[config.mk]
export PLATFORM = sky130hd
export DESIGN_NAME = hall_calibration_setup
export DESIGN_NICKNAME = d
export VERILOG_FILES = /design/src/hall_cal_pkg.sv /design/src/channel_pair.sv /design/src/hall_calibration_setup.sv
export SDC_FILE = /design/constraint.sdc
export NUM_CORES = 2
export LEC_CHECK = 0
export ABC_AREA = 1
export BUFFER_PORTS_ARGS = -buffer_cell sky130_fd_sc_hd__buf_2
export CAP_MARGIN = 20
export CORE_UTILIZATION = 35
export DETAILED_ROUTE_END_ITERATION = 7
export SYNTH_ARGS = -nofsm -noshare
export SYNTH_HDL_FRONTEND = slang
export SYNTH_HIERARCHICAL = 1
export SYNTH_SLANG_ARGS = --single-unit
[constraint.sdc]
create_clock -name clk_in -period 5.6 [get_ports clk_in]
set_clock_uncertainty 0.15 [all_clocks]
set_input_delay 0.56 -clock clk_in [delete_from_list [all_inputs] [get_ports clk_in]]
set_output_delay 0.56 -clock clk_in [all_outputs]
set_load 0.03 [all_outputs]
[src/hall_cal_pkg.sv]
`default_nettype none
package hall_cal_pkg;
    // Register byte addresses on the serial register port.
    localparam logic [7:0] REG_PLATE_ONE_TUNING = 8'h72;
    localparam logic [7:0] REG_PLATE_TWO_TUNING = 8'h73;
    localparam logic [7:0] REG_PHASE_COSINE     = 8'h79;
    localparam logic [7:0] REG_PHASE_SINE       = 8'h7A;
    localparam logic [7:0] REG_INDEX_POINTER    = 8'hF0;
    localparam logic [7:0] REG_DATA_WINDOW      = 8'hF1;
    // Indirect index of trim word three.
    localparam logic [7:0] IDX_TRIM_WORD_THREE  = 8'h13;
    // Bin field and its legal range.
    localparam int         BIN_LSB              = 0;
    localparam int         BIN_WIDTH            = 4;
    localparam logic [3:0] BIN_MIN              = 4'h1;
    localparam logic [3:0] BIN_MAX              = 4'hF;
    // Reset values.
    localparam logic [7:0] RST_TUNING           = 8'h00;
    localparam logic [7:0] RST_COSINE           = 8'h00;
    localparam logic [7:0] RST_SINE             = 8'h00;
    localparam logic [7:0] RST_POINTER          = 8'h00;
    localparam logic [7:0] RST_TRIM             = 8'h00;
    // Size of the indirect space held by this block.
    localparam int         IND_DEPTH            = 256;
    localparam logic [15:0] RST_CHANNEL         = 16'h0000;
endpackage
`default_nettype wire

[src/channel_pair.sv]
`timescale 1ns/1ps
`default_nettype none
module channel_pair
    import hall_cal_pkg::*;
(
    // Clock and reset.
    input  wire logic        clk_in,
    input  wire logic        sys_rst_in,
    // Plate sample and tuning setting.
    input  wire logic [15:0] field_in,
    input  wire logic        sample_in,
    input  wire logic [7:0]  tuning_in,
    // Channel outputs.
    output logic      [15:0] direct_out,
    output logic      [15:0] inverted_out
);
    // Tuning offsets both channels alike so the pair stays mirrored.
    wire logic [15:0] offset_w   = {8'h00, tuning_in};
    wire logic [15:0] direct_w   = field_in + offset_w;
    wire logic [15:0] inverted_w = ~field_in + offset_w;

    // Both channels sample together so the pair never tears.
    always_ff @(posedge clk_in or posedge sys_rst_in) begin
        if (sys_rst_in) begin
            direct_out   <= RST_CHANNEL;
            inverted_out <= RST_CHANNEL;
        end else if (sample_in) begin
            direct_out   <= direct_w;
            inverted_out <= inverted_w;
        end
    end

    mirror_a: assert property (@(posedge clk_in) disable iff (sys_rst_in)
        sample_in |=> (direct_out + inverted_out == {7'h00, $past(tuning_in), 1'b0} + 16'hFFFF))
        else $error("Inverted channel does not mirror the direct channel.");
endmodule
`default_nettype wire

[src/hall_calibration_setup.sv]
`timescale 1ns/1ps
`default_nettype none
// Contract
// - Factory bin index lies between one and fifteen.
// - Bin index sits in the low nibble of trim word three.
// - Pointer 0x13 at 0xF0, then a read of 0xF1 returns the trim word.
// - Plate one direct on channel two, inverted on channel three.
// - Plate two direct on channel four, inverted on channel five.
// - Inverted channel falls when the direct channel rises.
// - Phase held as sine and cosine scaled by 256, used in angle maths.
// - Pointer then data write in one transfer stores at the index; the code drops a write at the trim word index 0x13.
module hall_calibration_setup
    import hall_cal_pkg::*;
(
    // Clock and reset.
    input  wire logic        clk_in,
    input  wire logic        sys_rst_in,
    // Register port from the serial interface engine.
    input  wire logic [7:0]  reg_addr_in,
    input  wire logic [7:0]  reg_wdata_in,
    input  wire logic        reg_wr_in,
    input  wire logic        reg_rd_in,
    // Factory bin strap, sampled once after reset.
    input  wire logic [3:0]  factory_bin_in,
    // Plate samples.
    input  wire logic [15:0] plate_one_field_in,
    input  wire logic [15:0] plate_two_field_in,
    input  wire logic        sample_in,
    // Register read data.
    output logic      [7:0]  reg_rdata_out,
    output logic             reg_rvalid_out,
    // Measurement channels.
    output logic      [15:0] plate_one_direct_channel_out,
    output logic      [15:0] plate_one_inverted_channel_out,
    output logic      [15:0] plate_two_direct_channel_out,
    output logic      [15:0] plate_two_inverted_channel_out,
    // Phase constants as used by the angle engine.
    output logic      [7:0]  angle_cosine_out,
    output logic      [7:0]  angle_sine_out
);
    logic [7:0] tune_one_q;
    logic [7:0] tune_two_q;
    logic [7:0] cosine_q;
    logic [7:0] sine_q;
    logic [7:0] pointer_q;
    logic [7:0] trim_q;
    logic       trim_loaded_q;
    logic [7:0] ind_mem_q [IND_DEPTH];

    // Clamp the strap to the legal bin range so a blank strap still reads a legal bin.
    function automatic logic [3:0] legal_bin(input logic [3:0] raw);
        legal_bin = (raw < BIN_MIN) ? BIN_MIN : raw;
    endfunction

    // Write strobes per register.
    wire logic wr_tune_one_w = reg_wr_in && (reg_addr_in == REG_PLATE_ONE_TUNING);
    wire logic wr_tune_two_w = reg_wr_in && (reg_addr_in == REG_PLATE_TWO_TUNING);
    wire logic wr_cosine_w   = reg_wr_in && (reg_addr_in == REG_PHASE_COSINE);
    wire logic wr_sine_w     = reg_wr_in && (reg_addr_in == REG_PHASE_SINE);
    wire logic wr_pointer_w  = reg_wr_in && (reg_addr_in == REG_INDEX_POINTER);
    wire logic wr_window_w   = reg_wr_in && (reg_addr_in == REG_DATA_WINDOW);
    // The trim word is read-only; a write to its index is dropped.
    wire logic trim_sel_w    = (pointer_q == IDX_TRIM_WORD_THREE);

    // Any address outside the six registers reads as zero and ignores writes.
    wire logic addr_mapped_w =
        (reg_addr_in == REG_PLATE_ONE_TUNING) || (reg_addr_in == REG_PLATE_TWO_TUNING) ||
        (reg_addr_in == REG_PHASE_COSINE)     || (reg_addr_in == REG_PHASE_SINE)       ||
        (reg_addr_in == REG_INDEX_POINTER)    || (reg_addr_in == REG_DATA_WINDOW);

    // Indirect read selects the trim word or the scratch array.
    wire logic [7:0] window_rd_w = trim_sel_w ? trim_q : ind_mem_q[pointer_q];
    wire logic [7:0] rd_mux_w =
        (reg_addr_in == REG_PLATE_ONE_TUNING) ? tune_one_q :
        (reg_addr_in == REG_PLATE_TWO_TUNING) ? tune_two_q :
        (reg_addr_in == REG_PHASE_COSINE)     ? cosine_q   :
        (reg_addr_in == REG_PHASE_SINE)       ? sine_q     :
        (reg_addr_in == REG_INDEX_POINTER)    ? pointer_q  :
        (reg_addr_in == REG_DATA_WINDOW)      ? window_rd_w : 8'h00;

    // The strap is caught by a clocked load after release, never by the reset itself.
    always_ff @(posedge clk_in or posedge sys_rst_in) begin
        if (sys_rst_in) begin
            trim_q        <= RST_TRIM;
            trim_loaded_q <= 1'b0;
        end else if (!trim_loaded_q) begin
            trim_q        <= {4'h0, legal_bin(factory_bin_in)};
            trim_loaded_q <= 1'b1;
        end
    end

    // Direct configuration registers; no reset needed to take effect.
    always_ff @(posedge clk_in or posedge sys_rst_in) begin
        if (sys_rst_in) begin
            tune_one_q <= RST_TUNING;
            tune_two_q <= RST_TUNING;
            cosine_q   <= RST_COSINE;
            sine_q     <= RST_SINE;
        end else begin
            if (wr_tune_one_w) tune_one_q <= reg_wdata_in;
            if (wr_tune_two_w) tune_two_q <= reg_wdata_in;
            if (wr_cosine_w)   cosine_q   <= reg_wdata_in;
            if (wr_sine_w)     sine_q     <= reg_wdata_in;
        end
    end

    // Pointer stays put after a window access so a split transfer reads the same word.
    always_ff @(posedge clk_in or posedge sys_rst_in) begin
        if (sys_rst_in) begin
            pointer_q <= RST_POINTER;
        end else if (wr_pointer_w) begin
            pointer_q <= reg_wdata_in;
        end
    end

    // Scratch indirect space; it has no reset, so reads before a write are undefined.
    always_ff @(posedge clk_in) begin
        if (wr_window_w && !trim_sel_w) begin
            ind_mem_q[pointer_q] <= reg_wdata_in;
        end
    end

    // Read answer one cycle after the strobe.
    always_ff @(posedge clk_in or posedge sys_rst_in) begin
        if (sys_rst_in) begin
            reg_rdata_out  <= 8'h00;
            reg_rvalid_out <= 1'b0;
        end else begin
            reg_rvalid_out <= reg_rd_in;
            if (reg_rd_in) reg_rdata_out <= rd_mux_w;
        end
    end

    // Phase constants are copied registered to the angle engine.
    always_ff @(posedge clk_in or posedge sys_rst_in) begin
        if (sys_rst_in) begin
            angle_cosine_out <= RST_COSINE;
            angle_sine_out   <= RST_SINE;
        end else begin
            angle_cosine_out <= cosine_q;
            angle_sine_out   <= sine_q;
        end
    end

    // Plate one drives channels two and three.
    channel_pair plate_one_pair (
        .clk_in       (clk_in),
        .sys_rst_in   (sys_rst_in),
        .field_in     (plate_one_field_in),
        .sample_in    (sample_in),
        .tuning_in    (tune_one_q),
        .direct_out   (plate_one_direct_channel_out),
        .inverted_out (plate_one_inverted_channel_out)
    );

    // Plate two drives channels four and five.
    channel_pair plate_two_pair (
        .clk_in       (clk_in),
        .sys_rst_in   (sys_rst_in),
        .field_in     (plate_two_field_in),
        .sample_in    (sample_in),
        .tuning_in    (tune_two_q),
        .direct_out   (plate_two_direct_channel_out),
        .inverted_out (plate_two_inverted_channel_out)
    );

    bin_range_a: assert property (@(posedge clk_in) disable iff (sys_rst_in)
        trim_loaded_q |-> (trim_q[3:0] >= BIN_MIN && trim_q[7:4] == 4'h0))
        else $error("Bin index out of range.");
    trim_read_a: assert property (@(posedge clk_in) disable iff (sys_rst_in)
        (reg_rd_in && reg_addr_in == REG_DATA_WINDOW && trim_sel_w && trim_loaded_q)
        |=> (reg_rvalid_out && reg_rdata_out == trim_q))
        else $error("Trim word read returned wrong data.");
    pointer_load_a: assert property (@(posedge clk_in) disable iff (sys_rst_in)
        wr_pointer_w |=> pointer_q == $past(reg_wdata_in))
        else $error("Pointer did not load.");
    ind_store_a: assert property (@(posedge clk_in) disable iff (sys_rst_in)
        (wr_window_w && !trim_sel_w) |=> ind_mem_q[$past(pointer_q)] == $past(reg_wdata_in))
        else $error("Indirect write not stored.");
    tune_route_a: assert property (@(posedge clk_in) disable iff (sys_rst_in)
        wr_tune_two_w |=> (tune_two_q == $past(reg_wdata_in)) && $stable(tune_one_q))
        else $error("Plate tuning write went to the wrong plate.");
    cos_apply_a: assert property (@(posedge clk_in) disable iff (sys_rst_in)
        wr_cosine_w |=> ##1 angle_cosine_out == $past(reg_wdata_in, 2))
        else $error("Cosine constant not applied.");
    sine_apply_a: assert property (@(posedge clk_in) disable iff (sys_rst_in)
        wr_sine_w |=> ##1 angle_sine_out == $past(reg_wdata_in, 2))
        else $error("Sine constant not applied.");
    unmapped_a: assert property (@(posedge clk_in) disable iff (sys_rst_in)
        (reg_rd_in && !addr_mapped_w) |=> reg_rdata_out == 8'h00)
        else $error("Unmapped read not zero.");

    // Read answer timing, tuning write routing and plate channel routing, checked against the register port and plate inputs.
    read_answer_a: assert property (@(posedge clk_in) disable iff (sys_rst_in)
        reg_rd_in |=> reg_rvalid_out)
        else $error("Read answer missing one cycle after the strobe.");
    read_idle_a: assert property (@(posedge clk_in) disable iff (sys_rst_in)
        !reg_rd_in |=> !reg_rvalid_out)
        else $error("Read answer raised without a strobe.");
    tune_one_a: assert property (@(posedge clk_in) disable iff (sys_rst_in)
        wr_tune_one_w |=> (tune_one_q == $past(reg_wdata_in)) && $stable(tune_two_q))
        else $error("Plate one tuning write went to the wrong plate.");
    plate_one_route_a: assert property (@(posedge clk_in) disable iff (sys_rst_in)
        sample_in |=> plate_one_direct_channel_out
            == $past(plate_one_field_in) + {8'h00, $past(tune_one_q)})
        else $error("Plate one direct channel mis-routed.");
    plate_two_route_a: assert property (@(posedge clk_in) disable iff (sys_rst_in)
        sample_in |=> plate_two_direct_channel_out
            == $past(plate_two_field_in) + {8'h00, $past(tune_two_q)})
        else $error("Plate two direct channel mis-routed.");

    trim_cover_c: cover property (@(posedge clk_in) disable iff (sys_rst_in)
        wr_pointer_w && reg_wdata_in == IDX_TRIM_WORD_THREE ##[1:20]
        (reg_rd_in && reg_addr_in == REG_DATA_WINDOW));
    ind_cover_c: cover property (@(posedge clk_in) disable iff (sys_rst_in)
        wr_pointer_w ##1 wr_window_w);
    phase_cover_c: cover property (@(posedge clk_in) disable iff (sys_rst_in)
        wr_cosine_w ##[1:20] wr_sine_w);
    tune_cover_c: cover property (@(posedge clk_in) disable iff (sys_rst_in)
        wr_tune_one_w ##[1:20] wr_tune_two_w);
endmodule
`default_nettype wire

==> flow_metrics.py <==
metrics = {
    "outcome": {
        "status": "completed",
    },
    "power_and_ir_drop": {
        "p_per_area_nw_per_um2": 351,
        "clock_power_share_pct": 40.5,
        "leakagePower_nw": 37.5,
        "ir_drop_uv": 281,
        "p_comb_share_pct": 9.0,
        "p_switching_mw": 8.74,
        "internal-power_mw": 26.8,
        "netSwitchingFraction_pct": 24.6,
        "fin_total_pwr_mw": 35.6,
        "seqPwrFrac_pct": 50.5,
    },
    "floorplan": {
        "ioPinCount": 146,
        "core_um2": 252000,
        "die_h_um": 507,
        "rows": 184,
        "dieArea_um2": 257000,
        "initial_core_util_pct": 35.3,
        "die_w_um": 507,
    },
    "final_layout": {
        "fin_util_pct": 40.2,
        "fillCellCount": 23959,
        "layout.nets": 8150,
        "area_growth_pct": 13.7,
        "drive_gt1_share_pct": 8.17,
    },
    "global_routing": {
        "grt_pass1_vias": 57870,
        "gr-usage-all-layers_pct": 19.9,
        "met1_usage_pct": 27.6,
        "use_met3_pct": 3.08,
        "grt_max_degree": 166,
        "grt_pass1_wl_um": 383000,
        "overflow": 0,
        "grtUsageMet2_pct": 31.8,
        "antenna_found_initial": 7,
        "grt.busiest_layer": "met2",
    },
    "worst_setup_path": {
        "critical_path.max_stage_delay_ps": 880,
        "cp_num_buf_inv": 2,
        "end_kind": "flip-flop",
        "cp.arrival_ps": 5100,
        "path_class": "flip-flop to flip-flop",
        "crit_top_cell": "nand2_2",
        "path_max_fanout": 75,
        "crit_required_ps": 6020,
        "cp-start-kind": "flip-flop",
        "critPathSlowestCell": "nand3_2",
        "critPathTopFamily": "simple AND/OR/NAND/NOR gates",
        "crit_chain": "nand2_2 > inv_8 > nand2_2 > nor2_1 > nor3_4 > nand3_2 > nor3_1 > buf_4",
    },
    "timing": {
        "rsz0062_at_grt": "false",
        "worst_slew_pin_slew_ps": 1220,
        "min_period_ps": 4670,
        "setup_viol": 0,
        "relSlewSlack_pct": 18.3,
        "fin_setup_tns_ps": 0,
        "fin_crit_sh_pct": 83.5,
        "hold_viol": 0,
        "drv_slew": 0,
        "fmax_ghz": 0.214,
    },
    "routing": {
        "ant_nets": 0,
        "drt_iter0_drc": 6714,
        "wl_per_cell_um": 22.5,
        "remaining_drc_errors": 0,
        "first_pass_iters": 5,
        "num_vias": 59899,
        "viasPerCell": 5.17,
        "wirelength_um": 260000,
    },
    "clock_tree": {
        "cts_buffers": 211,
        "clkTransAtPathRegs_ps": 60,
        "insertion_delay_ps": 870,
        "cts.path.max_buffers": 3,
        "clock-root-buffer": "clkbuf_16",
        "clock_sinks": 2182,
        "cts_max_level": 4,
        "postCtsSetupRepairBufs": 0,
        "cts_tree": "built",
        "cts_resized": 0,
    },
    "synth": {
        "syn_inst": 7901,
        "ys_ff_latch": 2182,
        "syn_area_per_cell_um2": 11.3,
        "synth_cell_types": 41,
        "synth_area_um2": 89100,
        "synth_top_flop_cell": "edfxtp_1",
        "ys_seq_area_share_pct": 72.8,
        "async_flop_share_pct": 6.14,
        "yosysWarnings": 6,
        "synth_edf_count": 2048,
    },
    "place": {
        "port_buffers": 145,
        "globalplace.congestion": 0.903,
        "hpwl_um": 156000,
    },
    "min_path": {
        "hold_path.class": "input pin to flip-flop",
    },
    "flow_run": {
        "maxCapViolCount": 0,
    },
}
==> area by class of cell <==
type / instances / area [um^2] / area share (%)
diodes: 1 / 2.50 / 0.00247
clock buffers: 258 / 5590 / 5.52
clock inverters: 132 / 1380 / 1.36
inverters: 182 / 708 / 0.699
multi-input cells: 5158 / 21900 / 21.6
flip-flops and latches: 2182 / 64900 / 64.0
well taps: 3348 / 4190 / 4.13
repair buffers: 322 / 2680 / 2.65
==> power groups by stage <==
stage                     Combinational (mW)  Clock [mW]  Sequential (mW)
after floorplan                         1.61           0             18.4
after global placement                  3.11           0             18.3
after detailed placement                3.14           0             18.3
after CTS                               3.17        14.6             18.0
after global routing                    3.44        15.1             18.0
final                                   3.20        14.4             18.0
==> worst reg2reg max path, cell delays in order, from the launching register on <==
cell     delay [ps]
dfrtp_4         760
nand2_2         240
inv_8           180
nand2_2         130
nor2_1          120
nor3_4          840
nand3_2         880
nor3_1          750
buf_4           320
==> registers in the layout, summed over array words and instances, names as in the netlist, 16 cells and up <==
register,cells
plate_two_pair/direct_out,16
ind_mem_q,2048
plate_one_pair/direct_out,16
plate_two_pair/inverted_out,16
plate_one_pair/inverted_out,16
==> cells in the final DEF (no fill, tap or decap), drive strengths merged, types with 182 or more instances in the layout <==
cell / synthesis / layout
nor2: 555 / 555
nand4: 217 / 217
a22oi: 182 / 182
nand3: 200 / 200
o21ai: 191 / 191
clkbuf: 172 / 258
edfxtp: 2048 / 2048
inv: 179 / 185
buf: 214 / 287
nand2: 3636 / 3636
==> routing by layer <==
layer,vias up,part of all wire (%)
met5,-,0.013
met4,4,3.5
met3,468,8.7
met2,2795,46
met1,29462,42
li1,27170,-
==> cells by family (layout without fill, tap and decap cells) <==
| family | Yosys count | in the layout | share of synthesized area [%] |
|---|---|---|---|
| simple gates | 4648 | 4648 | 20.7 |
| flops | 2182 | 2182 | 72.8 |
| buf+inv | 568 | 894 | 2.77 |
| compound gates | 456 | 456 | 3.14 |
| fa+ha+maj | 36 | 36 | 0.539 |
| xor+xnor | 9 | 9 | 0.0884 |
| other cells | 2 | 10 | 0.00843 |
==> path summary, 6_finish.rpt <==
path | cells past startpoint | slack [ps] | start | to
min in group asynchronous | 3 | 160 | sys_rst_in | reg_rvalid_out
hold reg to reg | 0 | 250 | sine_q[3] | angle_sine_out[3]
hold / removal | 1 | 50 | reg_wdata_in[5] | ind_mem_q[55][5]
setup / recovery | 8 | 930 | pointer_q[0] | ind_mem_q[74][4]
max in group asynchronous | 4 | 3980 | sys_rst_in | pointer_q[0]
setup reg to reg | 8 | 930 | pointer_q[0] | ind_mem_q[74][4]
==> synth_stat cells, drive strengths merged, types with 73 or more instances <==
cell       n  area share (%)
inv      179            0.75
edfxtp  2048              69
nand2   3636              15
a21oi     73            0.45
o21ai    191             1.1
buf      214             1.3
nand3    200             1.1
nor2     555             2.4
a22oi    182             1.5
dfrtp    134             3.8
nand4    217             1.5
clkbuf   172            0.74
==> stage by stage <==
| stage | instance area [um^2] | setup slack [ps] | std cells | hold WS, ps |
|---|---|---|---|---|
| floorplan | 89200 | 2640 | 7908 | 217 |
| global placement | 93900 | 957 | 11150 | 229 |
| detailed placement | 93900 | 1030 | 11154 | 239 |
| CTS | 101000 | 1000 | 11579 | 43.4 |
| global route | 101000 | 864 | 11583 | 63.3 |
| finish | 101000 | 926 | 11583 | 49.8 |
==> timing repair <==
action / in CTS / in global routing
hold endpoints to repair: 145 / 0
hold buffers: 35 / 0
setup endpoints to repair: 0 / 0
No activity file was read; power rests on OpenSTA's default activity.
